===== config.mk =====
export PLATFORM = sky130hd
export DESIGN_NAME = sfr_ctrl
export DESIGN_NICKNAME = d
export VERILOG_FILES = /design/src/design/sfr_pkg.sv /design/src/design/sfr_fifo.sv /design/src/design/sfr_ctrl.sv
export VERILOG_INCLUDE_DIRS = /design/src /design/src/design
export SDC_FILE = /design/constraint.sdc
export NUM_CORES = 1
export LEC_CHECK = 0
export BUFFER_PORTS_ARGS = -buffer_cell sky130_fd_sc_hd__buf_2
export CAP_MARGIN = 10
export CORE_ASPECT_RATIO = 0.75
export CORE_MARGIN = 5
export CORE_UTILIZATION = 25
export CTS_CLUSTER_DIAMETER = 120
export CTS_CLUSTER_SIZE = 28
export DETAILED_ROUTE_END_ITERATION = 8
export GPL_ROUTABILITY_DRIVEN = 1
export SYNTH_ARGS = -nofsm -noshare
export SYNTH_HDL_FRONTEND = slang
export SYNTH_SLANG_ARGS = --single-unit

===== constraint.sdc =====
create_clock -name clk_i -period 3.9 [get_ports clk_i]
set_clock_uncertainty 0.05 [all_clocks]
set_input_delay 0 -clock clk_i [delete_from_list [all_inputs] [get_ports clk_i]]
set_output_delay 0 -clock clk_i [all_outputs]
set_load 0.05 [all_outputs]

===== src/design/sfr_defs.svh =====
/*
  register offsets, field positions, reset values and framing constants
  of the serial fifo / interrupt / rts enhancement block.
  assumes: included by bare name from files under design/.
*/
`ifndef SFR_DEFS_SVH
`define SFR_DEFS_SVH

`define SFR_OFF_RXPAR 8'h00
`define SFR_OFF_MODE 8'h04
`define SFR_OFF_TXPAR 8'h08
`define SFR_OFF_EXT 8'h0C
`define SFR_OFF_MISC 8'h10
`define SFR_OFF_STATUS 8'h14
`define SFR_OFF_TXDATA 8'h18
`define SFR_OFF_RXDATA 8'h1C
`define SFR_OFF_IRQSTAT 8'h20
`define SFR_OFF_IRQMASK 8'h24

`define SFR_REG_RESET 8'h00
`define SFR_EXT_TXLVL 5
`define SFR_EXT_RXLVL 3
`define SFR_EXT_AUTORTS 2
`define SFR_TXP_TXEN 3
`define SFR_TXP_RTS 1
`define SFR_MISC_FOU 2
`define SFR_MODE_LO 4
`define SFR_MODE_HI 5
`define SFR_MODE_SDLC 2'h2
`define SFR_STAT_RCA 0
`define SFR_STAT_TBE 2
`define SFR_IRQ_TX 0
`define SFR_IRQ_RX 1
`define SFR_IRQ_RTS 2
`define SFR_FLAG 8'h7E
`define SFR_TX_DEPTH 4
`define SFR_RX_DEPTH 8
`define SFR_RX_HALF 4
`define SFR_RESP_OKAY 2'h0
`define SFR_RESP_SLVERR 2'h2

`endif


===== src/design/sfr_pkg.sv =====
/*
  types of the serial fifo / interrupt / rts enhancement block.
  assumes: compiled before the design modules.
*/
package sfr_pkg;
  typedef enum logic [3:0] {
    TX_IDLE = 4'h1,
    TX_OPEN = 4'h2,
    TX_DATA = 4'h4,
    TX_CLOSE = 4'h8
  } sfr_tx_state_t;
endpackage : sfr_pkg


===== src/design/sfr_fifo.sv =====
/*
  first-word-fall-through fifo with occupancy count.
  assumes: push is ignored when full, pop when empty; one clock domain.
*/
`timescale 1ns/10ps
`default_nettype none
module sfr_fifo #(
  parameter int WIDTH = 8,
  parameter int DEPTH = 4,
  localparam int PW = (DEPTH > 1) ? $clog2(DEPTH) : 1,
  localparam int CW = $clog2(DEPTH + 1)
) (
  input wire logic clk_i,
  input wire logic reset_i,
  input wire logic push_i,
  input wire logic [WIDTH-1:0] din_i,
  input wire logic pop_i,
  output logic [WIDTH-1:0] dout_o,
  output logic [CW-1:0] count_o,
  output logic full_o,
  output logic empty_o
);
  logic [WIDTH-1:0] mem_reg [DEPTH];
  logic [PW-1:0] wr_ptr_reg;
  logic [PW-1:0] rd_ptr_reg;
  logic [CW-1:0] count_reg;
  logic do_push;
  logic do_pop;

  assign do_push = push_i && (count_reg != CW'(DEPTH));
  assign do_pop = pop_i && (count_reg != '0);
  assign dout_o = mem_reg[rd_ptr_reg];
  assign count_o = count_reg;
  assign full_o = (count_reg == CW'(DEPTH));
  assign empty_o = (count_reg == '0);

  always_ff @(posedge clk_i)
  begin
    if (do_push)
    begin
      mem_reg[wr_ptr_reg] <= din_i;
    end
  end

  always_ff @(posedge clk_i)
  begin
    if (reset_i)
    begin
      wr_ptr_reg <= '0;
      rd_ptr_reg <= '0;
      count_reg <= '0;
    end
    else
    begin
      if (do_push)
      begin
        wr_ptr_reg <= (wr_ptr_reg == PW'(DEPTH - 1)) ? '0 : wr_ptr_reg + 1'b1;
      end
      if (do_pop)
      begin
        rd_ptr_reg <= (rd_ptr_reg == PW'(DEPTH - 1)) ? '0 : rd_ptr_reg + 1'b1;
      end
      if (do_push && !do_pop)
      begin
        count_reg <= count_reg + 1'b1;
      end
      else if (do_pop && !do_push)
      begin
        count_reg <= count_reg - 1'b1;
      end
    end
  end
endmodule : sfr_fifo
`default_nettype wire


===== src/design/sfr_ctrl.sv =====
/*
  serial channel enhancement: register readback, fifo interrupt levels,
  sdlc framer with automatic request-to-send release, axi4-lite slave.
  assumes: transmit clock arrives asynchronously on a pin; received bytes
  arrive as one-cycle strobes on clk_i.
*/
// The implementer's own choices: the register offsets and the AXI4-Lite interface to the registers.
`timescale 1ns/10ps
`default_nettype none
`include "sfr_defs.svh"
module sfr_ctrl #(
  parameter int TX_DEPTH = `SFR_TX_DEPTH,
  parameter int RX_DEPTH = `SFR_RX_DEPTH
) (
  input wire logic clk_i,
  input wire logic reset_i,
  input wire logic s_axi_awvalid_i,
  output logic s_axi_awready_o,
  input wire logic [7:0] s_axi_awaddr_i,
  input wire logic s_axi_wvalid_i,
  output logic s_axi_wready_o,
  input wire logic [31:0] s_axi_wdata_i,
  input wire logic [3:0] s_axi_wstrb_i,
  output logic s_axi_bvalid_o,
  input wire logic s_axi_bready_i,
  output logic [1:0] s_axi_bresp_o,
  input wire logic s_axi_arvalid_i,
  output logic s_axi_arready_o,
  input wire logic [7:0] s_axi_araddr_i,
  output logic s_axi_rvalid_o,
  input wire logic s_axi_rready_i,
  output logic [31:0] s_axi_rdata_o,
  output logic [1:0] s_axi_rresp_o,
  input wire logic transmit_clock_pin_i,
  output logic txd_o,
  output logic rts_n_o,
  input wire logic rx_valid_i,
  input wire logic [7:0] rx_data_i,
  output logic irq_o
);
  localparam int TCW = $clog2(TX_DEPTH + 1);
  localparam int RCW = $clog2(RX_DEPTH + 1);

  // ****************************************
  // registers and bus handshakes
  // ****************************************
  logic [7:0] receive_parameter_reg, mode_parameter_reg, transmit_parameter_reg;
  logic [7:0] extension_control, misc_tx_rx_control_reg, irq_stat_reg, irq_mask_reg;
  logic wr_fire, rd_fire, wr_hit, rd_hit;
  logic [7:0] rd_mux;
  logic tx_full, tx_empty, rx_full, rx_empty, tx_pop, rx_pop, tx_push;
  logic [7:0] tx_dout, rx_dout;
  logic [TCW-1:0] tx_count;
  logic [RCW-1:0] rx_count;
  logic [7:0] primary_status_reg;

  assign wr_fire = s_axi_awvalid_i && s_axi_awready_o && s_axi_wvalid_i && s_axi_wready_o;
  assign rd_fire = s_axi_arvalid_i && s_axi_arready_o;

  always_ff @(posedge clk_i)
  begin
    if (reset_i)
    begin
      s_axi_awready_o <= 1'b0;
      s_axi_wready_o <= 1'b0;
      s_axi_bvalid_o <= 1'b0;
      s_axi_bresp_o <= `SFR_RESP_OKAY;
    end
    else
    begin
      // both channels are taken together once both are offered
      s_axi_awready_o <= s_axi_awvalid_i && s_axi_wvalid_i && !s_axi_awready_o
        && !s_axi_bvalid_o;
      s_axi_wready_o <= s_axi_awvalid_i && s_axi_wvalid_i && !s_axi_awready_o
        && !s_axi_bvalid_o;
      if (wr_fire)
      begin
        s_axi_bvalid_o <= 1'b1;
        s_axi_bresp_o <= wr_hit ? `SFR_RESP_OKAY : `SFR_RESP_SLVERR;
      end
      else if (s_axi_bready_i)
      begin
        s_axi_bvalid_o <= 1'b0;
      end
    end
  end

  always_comb
  begin
    case (s_axi_awaddr_i)
      `SFR_OFF_RXPAR, `SFR_OFF_MODE, `SFR_OFF_TXPAR, `SFR_OFF_EXT, `SFR_OFF_MISC,
      `SFR_OFF_TXDATA, `SFR_OFF_IRQMASK: wr_hit = 1'b1;
      default: wr_hit = 1'b0;
    endcase
  end

  always_ff @(posedge clk_i)
  begin
    if (reset_i)
    begin
      receive_parameter_reg <= `SFR_REG_RESET;
      mode_parameter_reg <= `SFR_REG_RESET;
      transmit_parameter_reg <= `SFR_REG_RESET;
      extension_control <= `SFR_REG_RESET;
      misc_tx_rx_control_reg <= `SFR_REG_RESET;
      irq_mask_reg <= `SFR_REG_RESET;
    end
    else if (wr_fire && s_axi_wstrb_i[0])
    begin
      case (s_axi_awaddr_i)
        `SFR_OFF_RXPAR: receive_parameter_reg <= s_axi_wdata_i[7:0];
        `SFR_OFF_MODE: mode_parameter_reg <= s_axi_wdata_i[7:0];
        `SFR_OFF_TXPAR: transmit_parameter_reg <= s_axi_wdata_i[7:0];
        `SFR_OFF_EXT: extension_control <= s_axi_wdata_i[7:0];
        `SFR_OFF_MISC: misc_tx_rx_control_reg <= s_axi_wdata_i[7:0];
        `SFR_OFF_IRQMASK: irq_mask_reg <= s_axi_wdata_i[7:0];
        default: ;
      endcase
    end
  end

  assign tx_push = wr_fire && s_axi_wstrb_i[0] && (s_axi_awaddr_i == `SFR_OFF_TXDATA);
  assign rx_pop = rd_fire && (s_axi_araddr_i == `SFR_OFF_RXDATA);

  always_comb
  begin
    primary_status_reg = 8'h00;
    primary_status_reg[`SFR_STAT_RCA] = !rx_empty;
    primary_status_reg[`SFR_STAT_TBE] = !tx_full;
    rd_hit = 1'b1;
    case (s_axi_araddr_i)
      `SFR_OFF_RXPAR: rd_mux = receive_parameter_reg;
      `SFR_OFF_MODE: rd_mux = mode_parameter_reg;
      `SFR_OFF_TXPAR: rd_mux = transmit_parameter_reg;
      `SFR_OFF_EXT: rd_mux = extension_control;
      `SFR_OFF_MISC: rd_mux = misc_tx_rx_control_reg;
      `SFR_OFF_STATUS: rd_mux = primary_status_reg;
      `SFR_OFF_RXDATA: rd_mux = rx_empty ? 8'h00 : rx_dout;
      `SFR_OFF_IRQSTAT: rd_mux = irq_stat_reg;
      `SFR_OFF_IRQMASK: rd_mux = irq_mask_reg;
      default:
      begin
        rd_mux = 8'h00;
        rd_hit = 1'b0;
      end
    endcase
  end

  always_ff @(posedge clk_i)
  begin
    if (reset_i)
    begin
      s_axi_arready_o <= 1'b0;
      s_axi_rvalid_o <= 1'b0;
      s_axi_rdata_o <= 32'h0000_0000;
      s_axi_rresp_o <= `SFR_RESP_OKAY;
    end
    else
    begin
      s_axi_arready_o <= s_axi_arvalid_i && !s_axi_arready_o && !s_axi_rvalid_o;
      if (rd_fire)
      begin
        s_axi_rvalid_o <= 1'b1;
        s_axi_rdata_o <= {24'h00_0000, rd_mux};
        s_axi_rresp_o <= rd_hit ? `SFR_RESP_OKAY : `SFR_RESP_SLVERR;
      end
      else if (s_axi_rready_i)
      begin
        s_axi_rvalid_o <= 1'b0;
      end
    end
  end

  // ****************************************
  // fifos
  // ****************************************
  sfr_fifo #(.WIDTH(8), .DEPTH(TX_DEPTH)) u_tx_fifo (
    .clk_i(clk_i), .reset_i(reset_i), .push_i(tx_push), .din_i(s_axi_wdata_i[7:0]),
    .pop_i(tx_pop), .dout_o(tx_dout), .count_o(tx_count), .full_o(tx_full),
    .empty_o(tx_empty));

  sfr_fifo #(.WIDTH(8), .DEPTH(RX_DEPTH)) u_rx_fifo (
    .clk_i(clk_i), .reset_i(reset_i), .push_i(rx_valid_i), .din_i(rx_data_i),
    .pop_i(rx_pop), .dout_o(rx_dout), .count_o(rx_count), .full_o(rx_full),
    .empty_o(rx_empty));

  // ****************************************
  // sdlc framer on the transmit clock
  // ****************************************
  logic txc_s1_reg, txc_s2_reg, txc_s3_reg, tx_tick;
  sfr_pkg::sfr_tx_state_t tx_state_reg, tx_state_next;
  logic [7:0] tx_shift_reg, tx_byte;
  logic [2:0] bit_cnt_reg;
  logic tx_load, close_end;
  logic auto_en, rts_ctl, sdlc_mode, fou;

  assign auto_en = extension_control[`SFR_EXT_AUTORTS];
  assign rts_ctl = transmit_parameter_reg[`SFR_TXP_RTS];
  assign sdlc_mode = mode_parameter_reg[`SFR_MODE_HI:`SFR_MODE_LO] == `SFR_MODE_SDLC;
  assign fou = misc_tx_rx_control_reg[`SFR_MISC_FOU];

  always_ff @(posedge clk_i)
  begin
    if (reset_i)
    begin
      txc_s1_reg <= 1'b0;
      txc_s2_reg <= 1'b0;
      txc_s3_reg <= 1'b0;
    end
    else
    begin
      txc_s1_reg <= transmit_clock_pin_i;
      txc_s2_reg <= txc_s1_reg;
      txc_s3_reg <= txc_s2_reg;
    end
  end
  assign tx_tick = txc_s2_reg && !txc_s3_reg;

  always_comb
  begin
    tx_state_next = tx_state_reg;
    tx_load = 1'b0;
    tx_pop = 1'b0;
    tx_byte = `SFR_FLAG;
    close_end = 1'b0;
    // byte boundaries fall on the tick after the previous byte's last bit
    if (tx_tick && bit_cnt_reg == 3'h0)
    begin
      case (tx_state_reg)
        sfr_pkg::TX_IDLE:
        begin
          if (transmit_parameter_reg[`SFR_TXP_TXEN] && !tx_empty)
          begin
            tx_load = 1'b1;
            tx_state_next = sfr_pkg::TX_OPEN;
          end
        end
        sfr_pkg::TX_OPEN, sfr_pkg::TX_DATA, sfr_pkg::TX_CLOSE:
        begin
          tx_load = 1'b1;
          if (!tx_empty)
          begin
            tx_pop = 1'b1;
            tx_byte = tx_dout;
            tx_state_next = sfr_pkg::TX_DATA;
          end
          else if (tx_state_reg != sfr_pkg::TX_CLOSE || fou)
          begin
            tx_state_next = sfr_pkg::TX_CLOSE;
          end
          else
          begin
            tx_load = 1'b0;
            close_end = 1'b1;
            tx_state_next = sfr_pkg::TX_IDLE;
          end
        end
        default: tx_state_next = sfr_pkg::TX_IDLE;
      endcase
    end
  end

  always_ff @(posedge clk_i)
  begin
    if (reset_i)
    begin
      tx_state_reg <= sfr_pkg::TX_IDLE;
      tx_shift_reg <= 8'hFF;
      bit_cnt_reg <= 3'h0;
      txd_o <= 1'b1;
    end
    else
    begin
      tx_state_reg <= tx_state_next;
      if (tx_load)
      begin
        txd_o <= tx_byte[0];
        tx_shift_reg <= {1'b1, tx_byte[7:1]};
        bit_cnt_reg <= 3'h1;
      end
      else if (tx_tick && bit_cnt_reg != 3'h0)
      begin
        txd_o <= tx_shift_reg[0];
        tx_shift_reg <= {1'b1, tx_shift_reg[7:1]};
        bit_cnt_reg <= bit_cnt_reg + 3'h1;
      end
      else if (tx_tick)
      begin
        txd_o <= 1'b1;
      end
    end
  end

  // pin is low while request-to-send is asserted
  always_ff @(posedge clk_i)
  begin
    if (reset_i)
    begin
      rts_n_o <= 1'b1;
    end
    else if (!auto_en || rts_ctl)
    begin
      rts_n_o <= !rts_ctl;
    end
    else if (close_end && sdlc_mode && !fou)
    begin
      rts_n_o <= 1'b1;
    end
  end

  // ****************************************
  // interrupts
  // ****************************************
  logic tx_cond, tx_cond_d_reg, rx_ev;
  logic [7:0] irq_set;

  assign tx_cond = extension_control[`SFR_EXT_TXLVL] ? tx_empty : !tx_full;
  assign rx_ev = rx_valid_i && !rx_full && (!extension_control[`SFR_EXT_RXLVL]
    || (rx_count == RCW'(`SFR_RX_HALF - 1) && !rx_pop));

  always_comb
  begin
    irq_set = 8'h00;
    irq_set[`SFR_IRQ_TX] = tx_cond && !tx_cond_d_reg;
    irq_set[`SFR_IRQ_RX] = rx_ev;
    irq_set[`SFR_IRQ_RTS] = close_end && auto_en && !rts_ctl && sdlc_mode && !fou;
  end

  always_ff @(posedge clk_i)
  begin
    if (reset_i)
    begin
      tx_cond_d_reg <= 1'b1;
      irq_stat_reg <= 8'h00;
      irq_o <= 1'b0;
    end
    else
    begin
      tx_cond_d_reg <= tx_cond;
      // a new event wins over the clearing read
      if (rd_fire && s_axi_araddr_i == `SFR_OFF_IRQSTAT)
      begin
        irq_stat_reg <= irq_set;
      end
      else
      begin
        irq_stat_reg <= irq_stat_reg | irq_set;
      end
      irq_o <= |(irq_stat_reg & irq_mask_reg);
    end
  end
endmodule : sfr_ctrl
`default_nettype wire


-- Yosys cells after proc, flatten, opt, wreduce, memory -nomap -nowiden
Memory sizes are Yosys's and may differ from the RTL's. A register that Yosys moved wholly into a read port is not among the register bits.
Cells that the tools add are included.
- bits of input ports: 69
- word-level logic and storage cells: 216
- memories kept: 2
- RAM bits: 96
- flip-flop bits (word level): 110
- output and inout port bits: 44
- memory list (name ; depth ; width ; rd ports ; clocked after Yosys merged registers in ; wr ports ; line ; source):
    u_rx_fifo.mem_reg ; 8 ; 8 ; 1 ; 1 ; 1 ; sfr_fifo.sv:23 ; logic [WIDTH-1:0] mem_reg [DEPTH];
    u_tx_fifo.mem_reg ; 4 ; 8 ; 1 ; 1 ; 1 ; sfr_fifo.sv:23 ;
- bitwise operators: 2
- multiplexer cells: 56
- reductions and logical operators: 85
- add/sub/neg operators: 9
- eq/ne operators: 30
- operators by type and width (cell ; number):
    $pmux 8 s9 ; 1
    $eq 8x5->1 const B ; 5
    $logic_and 1x1->1 ; 35
    $eq 8x4->1 const B ; 4
    $mux 8 ; 4
    $mux 1 ; 29
    $eq 8x6->1 const B ; 3
    $mux 3 ; 7
    $mux 4 ; 5
    $logic_not 1->1 ; 19
    $eq 8x3->1 const B ; 2
    $logic_not 8->1 ; 2
    $mux 7 ; 2
    $reduce_and 2->1 ; 7
    $add 3x1->3 const B ; 4
    $mux 2 ; 6
    $reduce_bool 2->1 ; 6
    $eq 3x3->1 const B ; 3
    $reduce_bool 3->1 ; 3
    $reduce_or 9->1 ; 1
    $and 8x8->8 ; 1
    $eq 4x2->1 const B ; 2
    $eq 4x4->1 const B ; 2
    $ne 4x4->1 const B ; 2
    other kinds (20) ; 27

-- Longest topological paths before layout
Gate-level depths: netlist of run 1.
- depth after elaboration: 12
- mapped depth: 13
- depth with buffers taken out: 12

-- Cells and area by module
A second synthesis of run 1 with hierarchy kept.
- cells, all modules: 751
- area, all modules: 9137.5 um2
- by module, submodules not included (module ; times used ; area each (um2) ; cells an instance ; seq. area each (um2)):
    sfr_ctrl ; 1 ; 4329.2 ; 490 ; 1721.7
    sfr_fifo (u_rx_fifo) ; 1 ; 3163.0 ; 169 ; 2182.1
    sfr_fifo (u_tx_fifo) ; 1 ; 1645.3 ; 92 ; 1141.1

-- Least setup slack after synthesis of run 1
OpenSTA, ideal clock, no wires.
- path type: reg-to-reg
- from: register s_axi_wready_o
- to: register u_tx_fifo.count_reg[2], in the netlist u_tx_fifo.count_o[2]
- stages on the path, launching flop included: 12
- data required time: 3.780 ns
- library setup time: 0.070 ns
- setup slack: 0.848 ns
- clock period less this slack: 3.052 ns
- arrival: 2.931 ns
- buffers on the path: 2
- cell sequence: dfxtp_1 and3_1 clkbuf_1 nand4_1 clkbuf_1 nor3_2 ha_1 inv_1 fa_1 xor2_1 or3_1 a21oi_1
- word-level cells in the longest chain between the ends: 9
- elaborated cells on any way between the ends: 11
- those cells by class: mux: 1; reduce/logical: 10
- ends and longest elaborated chain (element ; line ; source):
    start: declaration ; sfr_ctrl.sv:21 ; output logic s_axi_wready_o,
    start signal: assignment ; sfr_ctrl.sv:74 ; s_axi_wready_o <= s_axi_awvalid_i && s_axi_wvalid_i && !s_axi_awready_o
    $logic_and 1x1->1 (2 in a row) ; - ;
    $logic_and 1x1->1 (*) ; sfr_ctrl.sv:57 ; assign wr_fire = s_axi_awvalid_i && s_axi_awready_o && s_axi_wvalid_i && s_axi_wready_o;
    $logic_and 1x1->1 (*) (2 in a row) ; sfr_ctrl.sv:122 ; assign tx_push = wr_fire && s_axi_wstrb_i[0] && (s_axi_awaddr_i == `SFR_OFF_TXDATA);
    $logic_and 1x1->1 (*) ; sfr_fifo.sv:30 ; assign do_push = push_i && (count_reg != CW'(DEPTH));
    named net u_tx_fifo.do_push ; sfr_fifo.sv:27 ; logic do_push;
    $logic_not 1->1 ; sfr_fifo.sv:67 ; else if (do_pop && !do_push)
    $logic_and 1x1->1 ; sfr_fifo.sv:67 ;
    $reduce_bool 2->1 (no line) ; - ;
    end signal: assignment ; sfr_fifo.sv:65 ; count_reg <= count_reg + 1'b1;
    end signal: assignment ; sfr_fifo.sv:69 ; count_reg <= count_reg - 1'b1;
    end: declaration ; sfr_fifo.sv:26 ; logic [CW-1:0] count_reg;
Mark *: on every way through the listed nets, which the timed path passes. The rest lies on a longest branch.
A chain may end at the register's enable or synchronous reset.

-- Final worst setup path of run 1
Ends and elaborated chain as after synthesis.

==> results summary, run 1 <==
The run finished with clean final reports. The portion of the post-synthesis area used by sequential elements came out at 0.571. Dividing the synthesized area by the synthesized cell count gives 12.0 µm². The uppermost layer routed is met5. The flip-flop count of the largest register, all copies and words added came out at 64. The total overflow reported by the global router came out at 0. The detailed router put a total of 10500 µm of wire on met1. The reg-to-reg critical path endpoint is u_tx_fifo.count_o[2]$_SDFFE_PP0P_. The die height is ~170 µm.

The remaining antenna violation count after routing came out at 0. The wire-length estimate of the detail-placed layout is 15000 µm. The count of clock tree sinks came out at around 200. The peak clock frequency supported by timing came out at 0.316 GHz. The standby leakage power is 3.64 nW. The worst register-to-register path begins at s_axi_wready_o$_SDFF_PP0_.

The total core area is around 35000 µm². The tree is rooted in a sky130_fd_sc_hd__clkbuf_16. The data required time at the worst endpoint came out at approximately 4300 ps. The count of flip-flops with a built-in enable after synthesis came out at 96. For this run, the leading register cell type out of synthesis is sky130_fd_sc_hd__dfxtp_1.

Setup repair after global routing left no endpoint under its margin. The count of state elements after synthesis came out at 204. The async set-or-reset flop fraction in the synthesized netlist came out at 0. The worst setup path is launched from a flip-flop. The detailed router finished its first iteration with 469 violations. The post-synthesis to final-layout area growth is 14.7%. The total negative slack is 0 ps. The width of the die is 227 µm. Prior to clock tree synthesis, the placed netlist has a worst setup slack of 747 ps.

The number of top-level design ports is 113. The post-layout net count came out at 899. After clock tree synthesis, the repair step resized 0 gates. In this design, the stage delay of the slowest critical-path cell is 590 ps.

The routed design uses 1190 µm of met3 wire. The distinct cell type count of the synthesized netlist is 64. The hold buffer count at cts came out at 31.

The wire length on met2 came out at 9000 µm. After clock tree synthesis, the setup repair step added 0 buffers. In this run the worst path has a maximum fanout of 11. The signal arrival time at the worst endpoint came out at 3510 ps. The synthesized instance count came out at 737. The overall die area is a little under 40000 µm². The worst setup path is of the reg2reg kind.

The path with the worst hold slack has its endpoint at u_rx_fifo.wr_ptr_reg[2]$_SDFFE_PP0P_. The first-pass iteration count of the detailed router is 5. The routed wire length is around 21000 µm. The latest clock arrival within the worst-skew pair came out at around 470 ps. The worst path meets setup with 731 ps of slack. The cell at the slowest stage of the critical path is sky130_fd_sc_hd__nor3_2. The number of endpoints with negative hold slack in the final report came out at 0. The number of buffers added on ports came out at 59. The global router's overall resource usage is 0.105.

Entering global routing, the biggest net connects 99 pins. The congestion estimate from routability-driven global placement came to between 0.8 and 0.9. The post-synthesis instance area is ~8800 µm². The measured slew at the worst slew-check pin is 1070 ps. The number of CTS-inserted buffers is 11.

The number of setup violations in the final report is 0. The count of pins over their slew limit was 0. Power spread over the standard cell area amounts to ~380 nW/µm². The part of the cycle the worst path needs is 0.813. Walking the worst path, the cells encountered are and3_1, nand4_1, nor3_2, ha_1, inv_1, fa_1, xor2_1, or3_1, a21oi_1.

The max-cap violation count is 0. The first global-routing pass estimated 32800 µm of wire. Dividing the detail-routed via count by the number of cells gives 4.58.

The total of warnings raised by yosys came out at 0. The CTS H-tree depth is 1. The fill cell instance count of the final layout came out at about 3500. The initial utilization of the core area, before any placement, comes to 0.254. For this run, design rule violations remaining after detail routing come to 0. The worst-case reg-to-reg path depth is 9. The smallest clock period supported by the final layout is computed as 3170 ps. The launch point of the worst hold path is rx_valid_i.

The vias after detailed routing came out at between 5000 and 6000. The wire length per cell is 16.5 µm. The worst-case IR drop observed on VDD is 211 µV. TritonCTS built the clock tree.

The setup slack of the most critical reg-to-reg path came out at 730 ps. The endpoint class of the critical path is a flip-flop. The path class of the tightest hold or removal check is in2reg. The number of standard-cell rows in the floorplan is between 50 and 60.

The relative max-transition margin is 0.278. The ratio of cells with drive above 1 in the final layout came out at 0.147. The via count of the first global-routing pass came out at 5642.

The initial antenna violation count came out at 2. The worst-case clock buffer depth is 3. The clock-pin transition on the worst setup and hold timing paths came out at 110 ps.

The worst hold path passes through 4 cells.
[worst max-delay path by stage]
stage | startpoint | to | slack, ps
detailed placement | s_axi_wready_o$_SDFF_PP0_ | u_tx_fifo.count_o[2]$_SDFFE_PP0P_ | 750
finish | s_axi_wready_o$_SDFF_PP0_ | u_tx_fifo.count_o[2]$_SDFFE_PP0P_ | 730
CTS | s_axi_wready_o$_SDFF_PP0_ | u_tx_fifo.count_o[2]$_SDFFE_PP0P_ | 700
global route | s_axi_wready_o$_SDFF_PP0_ | u_tx_fifo.count_o[2]$_SDFFE_PP0P_ | 450
global placement | s_axi_wready_o$_SDFF_PP0_ | u_tx_fifo.count_o[2]$_SDFFE_PP0P_ | 810
floorplan | s_axi_wready_o$_SDFF_PP0_ | u_tx_fifo.count_o[2]$_SDFFE_PP0P_ | 850
[placed cells by master, fill, tap and decap left out, types with 10 or more instances in the layout]
cell	netlist	routed
sky130_fd_sc_hd__a211oi_1	11	11
sky130_fd_sc_hd__nand2_1	61	61
sky130_fd_sc_hd__mux4_2	26	26
sky130_fd_sc_hd__mux2i_1	59	59
sky130_fd_sc_hd__inv_1	16	16
sky130_fd_sc_hd__buf_2	3	58
sky130_fd_sc_hd__conb_1	1	26
sky130_fd_sc_hd__dfxtp_1	108	108
sky130_fd_sc_hd__o21ai_0	30	30
sky130_fd_sc_hd__clkbuf_16	0	11
sky130_fd_sc_hd__ha_1	15	15
sky130_fd_sc_hd__nor3_1	13	10
sky130_fd_sc_hd__nand3_1	11	11
sky130_fd_sc_hd__a21oi_1	41	41
sky130_fd_sc_hd__nor2_1	80	80
sky130_fd_sc_hd__edfxtp_1	96	96
sky130_fd_sc_hd__dlygate4sd3_1	0	31
[cell families after synthesis]
kind of cell               share of synthesized area
and+or+nand+nor                                0.132
DFF                                            0.571
AOI/OAI and AO/OA                             0.0835
muxes                                          0.134
buffers and inverters                         0.0451
adders and majority gates                     0.0258
xor gates and xnor gates                     0.00694
other                                       0.000425
[cell usage after synthesis (all sizes together) (3+ instances only)]
cell    count  area [µm²]
dfxtp     108        2160
edfxtp     96        2880
nor2       81         307
nand2      61         229
mux2i      59         591
a21oi      41         205
buf        36         263
o21ai      31         155
mux4       26         586
clkbuf     20        75.1
inv        16        60.1
ha         15         188
nor3       15        91.3
a211oi     11        82.6
nand3      11        55.1
nand2b      9        56.3
or3         9        57.6
and2        8        50.1
nor4        8        68.8
nor2b       7        43.8
o221ai      7        61.3
a22o        5        43.8
nand4       5        31.3
nor4b       4        41.3
xnor2       4        35.0
and3        3        18.8
nand4b      3        32.5
xor2        3        26.3
[layer usage]
metal	global-route usage	vias to the layer above
met1	0.161	2879
met2	0.152	134
met3	0.0227	16
met4	0.0212	2
li1	-	2813
met5	0	-
[critical path: cells and delay by family, from the launching register on]
family / cells / cell delay (ps)
and+or+nand+nor: 4 / 1600
AOI/OAI and AO/OA: 1 / 140
xor gates and xnor gates: 1 / 170
DFF: 1 / 400
buffers and inverters: 1 / 60
adders and majority gates: 2 / 650
[metrics by stage]
step,power (W),util,cell area (µm²),hold slack [ps],cells
after global routing,0.00404,0.291,10100,77.4,1275
final,0.00389,0.291,10100,17.9,1275
after global placement,0.00267,0.273,9500,186,1226
after floorplan,0.00259,-,8920,48.9,762
after detailed placement,0.00268,0.273,9500,197,1226
after CTS,0.00393,0.291,10100,21.1,1274
[area by class of cell]
| class | count | area, µm² | area share |
|---|---|---|---|
| Sequential cell | 204 | 5040 | 0.498 |
| Multi-Input combinational cell | 486 | 3490 | 0.345 |
| Timing Repair Buffer | 94 | 638 | 0.0630 |
| Tap cell | 457 | 572 | 0.0565 |
| Clock buffer | 16 | 294 | 0.0290 |
| Inverter | 16 | 60.1 | 0.00593 |
| Clock inverter | 1 | 20.0 | 0.00198 |
| Antenna cell | 1 | 2.50 | 0.000247 |
[report_power, final]
group / leakage (nW) / switching, W / internal (W)
clock: 0.151 / 0.000688 / 0.000545
combinational: 1.75 / 0.000223 / 0.000117
sequential: 1.74 / 0.0000313 / 0.00228
total: 3.64 / 0.000943 / 0.00294
No activity file was read; power rests on OpenSTA's default activity.
==> run 2, diff against run 1 <==
Clock period 3.9 ns to 2.8 ns, I/O delays scaled along.
==> run 2 against run 1 <==
Effect of this change: flip-flop and latch count is the same; clock-buffer cell count is the same; clock power grew 41%; total power grew 40%; cell area grew 2.2%; setup slack lost 530 ps; global-route usage grew 0.36 points; final cell count grew 2.3%; critical path depth grew 2; register-to-register slack lost 530 ps; utilization grew 0.64 points; non-clock buffer count grew 30; largest power group unchanged; highest routed layer is now met4.
==> results summary, run 2 (same netlist as run 1, synthesis figures left out) <==
The initial antenna violation count came out at 0 (-2). The fill cell instance count of the final layout came out at 3575 (+1.0%). The violation count after the first detailed-routing iteration came out at 491 (+4.7%).

The first-pass iteration count of the detailed router came out at 5 (unchanged). The worst setup path is of the reg2reg kind. The post-CTS setup buffer count is 0 (unchanged). The highest ir drop seen on vdd came out at 286 µV (+36%). The tree is rooted in a sky130_fd_sc_hd__clkbuf_16. The ratio of cells with drive above 1 in the final layout is 0.175 (+0.0279). The worst-case clock buffer depth is 3 (unchanged). The power per unit of standard cell area is 528 nW/µm² (+37%).

The highest net fanout along the worst path came to 5 (-6). STA classifies the critical path endpoint as a flip-flop. The final critical-path required period is 2600 ps (-573 ps).

The routed wire length is 21600 µm (+2.3%). The total overflow reported by the global router came to 0 (unchanged). The total core area is 34800 µm² (unchanged). The width of the die was 227 µm (unchanged). The clock-pin transition on the worst setup and hold timing paths is 110 ps (about the same). The count of clock tree sinks came to 204 (unchanged). The global router's overall resource usage came out at 0.109 (+0.00361). Setup repair after global routing left no endpoint under its margin. The sequential cell area in the final layout is 5050 µm² (about the same). In the layout the commonest cells are 107 x sky130_fd_sc_hd__dfxtp_1, 96 x sky130_fd_sc_hd__edfxtp_1, 80 x sky130_fd_sc_hd__nor2_1. The overall die area came out at 39200 µm² (unchanged). The critical path goes through nor4_2, nand4b_2, or2_1, ha_1, inv_1, ha_1, a21o_1, a21oi_1, xnor2_1, or3_1, a21oi_1. The max-cap violation count is 0 (unchanged).

The number of endpoints with negative hold slack in the final report came to 0 (unchanged). The wire length per cell came out at 16.5 µm (about the same). The DRC violations left is 0 (unchanged). The vias after detailed routing was 5958 (+2.0%). The peak clock frequency supported by timing came out at 0.385 GHz (+22%).

The flip-flop count of the largest register, all copies and words added is 64 (unchanged). The library cell used most frequently in the layout, excluding fill and tap cells, is sky130_fd_sc_hd__dfxtp_1. The run finished with clean final reports. The multi-input logic area came out at 3490 µm² (about the same). The number of setup violations in the final report is 0 (unchanged). The standby leakage power was 3.79 nW (+4.2%). The number of CTS-inserted buffers came out at 11 (unchanged). Relative to the synthesized area, the layout overhead comes to 17.2%. The peak per-stage delay on the critical path is 440 ps (-150 ps). The data required time at the worst endpoint is 3160 ps (-1090 ps).

The number of standard-cell rows in the floorplan is 59 (unchanged). The routability-driven placement congestion ratio came out at 0.834 (-2.0%). The die height is 173 µm (unchanged). The cell at the slowest stage of the critical path is sky130_fd_sc_hd__dfxtp_1.

The wire length of the first global-routing pass is 33900 µm (+3.1%). The number of top-level design ports was 113 (unchanged). The worst setup path is launched from a flip-flop. The via density per instance came out at 4.57 (-0.32%). TritonCTS built the clock tree. The total negative slack is 0 ps (unchanged). The worst hold slack came out at 5.99 ps (-11.9 ps).

The measured slew at the worst slew-check pin came out at 712 ps (-355 ps). The CTS H-tree depth was 1 (unchanged). The tightest min-delay check is of the in2reg type. The part of the cycle the worst path needs is 0.927 (+0.115). The largest net degree at the start of global routing came out at 52 (-47%). The count of antenna diodes in the layout came out at 0 (-1). The post-layout net count came out at 929 (+3.3%). The relative max-transition margin came out at 0.521 (+0.243).

The latest clock arrival within the worst-skew pair is 480 ps (about the same). The remaining antenna violation count after routing came out at 0 (unchanged). The number of buffers added on ports came to 59 (unchanged). The half-perimeter wire length after detailed placement came out at 15400 µm (+2.6%). The count of pins over their slew limit came out at 0 (unchanged). The via count of the first global-routing pass came out at 5882 (+4.3%). The initial standard-cell utilization of the core came out at 0.254 (unchanged).

The signal arrival time at the worst endpoint is 2960 ps (-550 ps).
run 2: stage by stage:
step / instance area (µm²) / power (W) / util / instances / setup WS (ps)
finish: 10300 / 0.00546 / 0.298 / 1304 / 204
global route: 10300 / 0.00569 / 0.298 / 1304 / 42.2
CTS: 10300 / 0.00552 / 0.297 / 1304 / 147
detailed placement: 9710 / 0.00376 / 0.279 / 1255 / 180
global placement: 9710 / 0.00375 / 0.279 / 1255 / 249
floorplan: 8930 / 0.00361 / - / 762 / 1.56
run 2: layout make-up:
type | count | share of cell area
repair buffers | 124 | 0.0837
flip-flops and latches | 204 | 0.488
well taps | 457 | 0.0552
clock inverters | 1 | 0.00193
clock buffers | 16 | 0.0284
inverters | 16 | 0.00580
multi-input cells | 486 | 0.337
run 2: path summary, 6_finish.rpt:
| path | depth (start not counted) | end | slack (ps) | from |
|---|---|---|---|---|
| worst max-delay path | 11 | u_rx_fifo.count_o[3]$_SDFFE_PP0P_ | 200 | u_rx_fifo.count_o[2]$_SDFFE_PP0P_ |
| worst min-delay path | 5 | s_axi_bvalid_o$_SDFFE_PP0P_ | 6 | s_axi_wvalid_i |
| worst max register to register | 11 | u_rx_fifo.count_o[3]$_SDFFE_PP0P_ | 200 | u_rx_fifo.count_o[2]$_SDFFE_PP0P_ |
| worst min register to register | 1 | s_axi_wready_o$_SDFF_PP0_ | 370 | s_axi_wready_o$_SDFF_PP0_ |
run 2: power by group:
part	internal (W)	switching, W	total [W]
sequential	0.00318	0.0000367	0.00321
combinational	0.000189	0.000329	0.000518
clock	0.000760	0.000968	0.00173
run 2: worst max-delay path: cells and delay by family, from the launching register on:
family,cells,cell delay (ps)
flip-flops,1,440
buffers and inverters,1,120
XOR/XNOR,1,90
AND/OR/NAND/NOR,4,850
adder cells (fa/ha/maj),2,490
AO/OA/AOI/OAI,3,490
run 2: timing repair:
item                                    in CTS  in global routing
hold endpoints to repair                   171                  0
hold buffers                                32                  0
endpoints found under the setup margin       0                  1
gates resized for setup                      0                  1
run 2: metal layers:
| metal | global-route usage | vias up | wire length (µm) |
|---|---|---|---|
| li1 | - | 2863 | - |
| met1 | 0.169 | 2944 | 10900 |
| met2 | 0.160 | 132 | 9270 |
| met3 | 0.0180 | 19 | 1030 |
| met4 | 0.0189 | 0 | 298 |
| met5 | 0 | - | 0 |
==> run 3, diff against run 2 <==
Settings changed: CTS_CLUSTER_DIAMETER 120 to 150, SETUP_SLACK_MARGIN from default to 0.5.
==> run 3 against run 2 <==
Effect of this change: final cell count up 1.1%; register-to-register slack better by 300 ps; utilization up 0.66 points; clock power about the same; sequential power is essentially flat; first-iteration DRC count rose by 17%; highest routed layer unchanged; critical path type unchanged; clock-buffer cell count unchanged; global-route usage shrank 0.19 points; cell area grew 2.2%; combinational power up 4%.
==> results summary, run 3 (same netlist as run 1, synthesis figures left out) <==
The flow ran to the end, and the final reports show no timing, DRC or antenna violations. The total core area came out at 34800 µm² (unchanged). The via count of the first global-routing pass is 5810 (-1.2%). The number of setup violations in the final report came to 0 (unchanged). The number of standard-cell rows in the floorplan is 59 (unchanged). The signal arrival time at the worst endpoint was 2640 ps (-320 ps). The CTS H-tree depth is 1 (unchanged). The final critical-path required period is 2300 ps (-300 ps). The clock-pin transition on the worst setup and hold timing paths came out at 110 ps (about the same).

The cell sitting at the root of the clock tree is a sky130_fd_sc_hd__clkbuf_16. The highest net fanout along the worst path came out at 6 (+1). The data required time at the worst endpoint is 3150 ps (about the same). The signal on the critical path passes through and3_4, nand4_1, nor3_4, ha_4, inv_2, fa_2, xor2_1, or3_1, a21oi_1. The violation count after the first detailed-routing iteration is 576 (+17%). The global router's overall resource usage was 0.107 (-0.00185). The number of top-level design ports came to 113 (unchanged). The total overflow reported by the global router came to 0 (unchanged). The remaining antenna violation count after routing came out at 0 (unchanged).

The count of pins over their slew limit was 0 (unchanged). The max-cap violation count came out at 0 (unchanged). The routed wire length is 21500 µm (-0.23%). The highest ir drop seen on vdd is 305 µV (+6.5%). The die height came to 173 µm (unchanged). The post-synthesis to final-layout area growth is 19.8%. The post-layout net count is 943 (+1.5%). The wire length per cell is 16.3 µm (-1.3%). The power per unit of standard cell area was 519 nW/µm² (-1.6%). The latest clock arrival within the worst-skew pair came to 470 ps (about the same).

The flip-flop count of the largest register, all copies and words added came out at 64 (unchanged). The vias after detailed routing is 5989 (+0.52%). The worst setup path is of the reg2reg kind. The DRC violations left came out at 0 (unchanged). The standby leakage power is 3.87 nW (+2.1%). The measured slew at the worst slew-check pin was 742 ps (+29.7 ps). The via density per instance came to 4.54 (-0.55%).

The overall die area came out at 39200 µm² (unchanged). The cell at the slowest stage of the critical path is sky130_fd_sc_hd__dfxtp_4. The initial antenna violation count came out at 0 (unchanged). The peak per-stage delay on the critical path is 360 ps (-80 ps).

The setup slack of the most critical reg-to-reg path came out at 500 ps (+300 ps). The path type of the worst min-delay path is in2reg. STA classifies the critical path endpoint as a flip-flop. The total negative slack came out at 0 ps (unchanged). The largest net degree at the start of global routing is 64 (+23%). The wire length of the first global-routing pass is 33600 µm (-0.71%). The number of buffers added on ports came out at 59 (unchanged).

The number of cells in the design after placement came out at 1249 (-0.48%). The peak clock frequency supported by timing came out at 0.436 GHz (+13%). The number of CTS-inserted buffers is 11 (unchanged). The count of non-filler cells in the finished layout is 1318 (+1.1%). TritonCTS built the clock tree. Setup repair after global routing could not meet its margin everywhere. The number of endpoints with negative hold slack in the final report is 0 (unchanged). The ratio of cells with drive above 1 in the final layout was 0.215 (+0.0401). The initial standard-cell utilization of the core is 0.254 (unchanged).

The relative max-transition margin is 0.505 (-0.0159). The worst-case clock buffer depth is 3 (unchanged). STA classifies the critical path startpoint as a flip-flop. The count of antenna diodes in the layout came out at 0 (unchanged). In the layout the commonest cells are 96 x sky130_fd_sc_hd__dfxtp_1, 96 x sky130_fd_sc_hd__edfxtp_1, 80 x sky130_fd_sc_hd__nor2_1. The count of clock tree sinks came to 204 (unchanged). The routability-driven placement congestion ratio is 0.755 (-9.5%). The width of the die is 227 µm (unchanged).

The half-perimeter wire length after detailed placement is 15100 µm (-1.9%). The part of the cycle the worst path needs came out at 0.820 (-0.107). The first-pass iteration count of the detailed router came out at 5 (unchanged).
run 3: stage by stage:
stage,total power [W],util,hold slack [ps],instance area [µm²],setup slack [ps]
detailed placement,0.00378,0.280,188,9730,303
CTS,0.00556,0.303,3.22,10500,458
finish,0.00549,0.304,6.24,10600,504
floorplan,0.00365,-,48.9,9020,285
global placement,0.00377,0.280,177,9730,331
global route,0.00571,0.304,26.3,10600,356
run 3: report_power, final:
group | internal [W] | total, W | switching (W)
clock | 0.000760 | 0.00173 | 0.000968
sequential | 0.00318 | 0.00323 | 0.0000469
combinational | 0.000209 | 0.000537 | 0.000327
run 3: cell type report:
cell class / instances / area, µm²
fillers: 3492 / 24200
flip-flops and latches: 204 / 5070
multi-input cells: 486 / 3580
repair buffers: 138 / 978
well taps: 457 / 572
clock buffers: 16 / 294
inverters: 16 / 62.6
clock inverters: 1 / 20.0
run 3: final timing paths:
check	endpoint	cells past startpoint	start
worst max-delay path	u_tx_fifo.count_o[2]$_SDFFE_PP0P_	9	s_axi_wready_o$_SDFF_PP0_
worst max register to register	u_tx_fifo.count_o[2]$_SDFFE_PP0P_	9	s_axi_wready_o$_SDFF_PP0_
worst min-delay path	txc_s2_reg$_SDFF_PP0_	2	reset_i
worst min register to register	s_axi_wready_o$_SDFF_PP0_	1	s_axi_bvalid_o$_SDFFE_PP0P_
run 3: worst max-delay path: cells and delay by family, from the launching register on:
family / cells / cell delay, ps
flops: 1 / 360
compound gates: 1 / 110
fa+ha+maj: 2 / 500
xor+xnor: 1 / 170
simple gates: 4 / 990
buf+inv: 1 / 30
run 3: layer usage:
layer  vias to the layer above  share of wire  global-route usage
met5                         -              0                   0
met4                         0          0.011              0.0199
met3                        14          0.050              0.0154
met2                       157           0.43               0.156
met1                      2913           0.51               0.168
li1                       2905              -                   -
run 3: timing repair:
item / CTS / global route
hold buffers: 35 / 0
setup endpoints to repair: 3 / 27
pin swaps: 10 / 7
endpoints found under the hold margin: 156 / 0
setup buffers: 14 / 3
gates resized for setup: 15 / 4
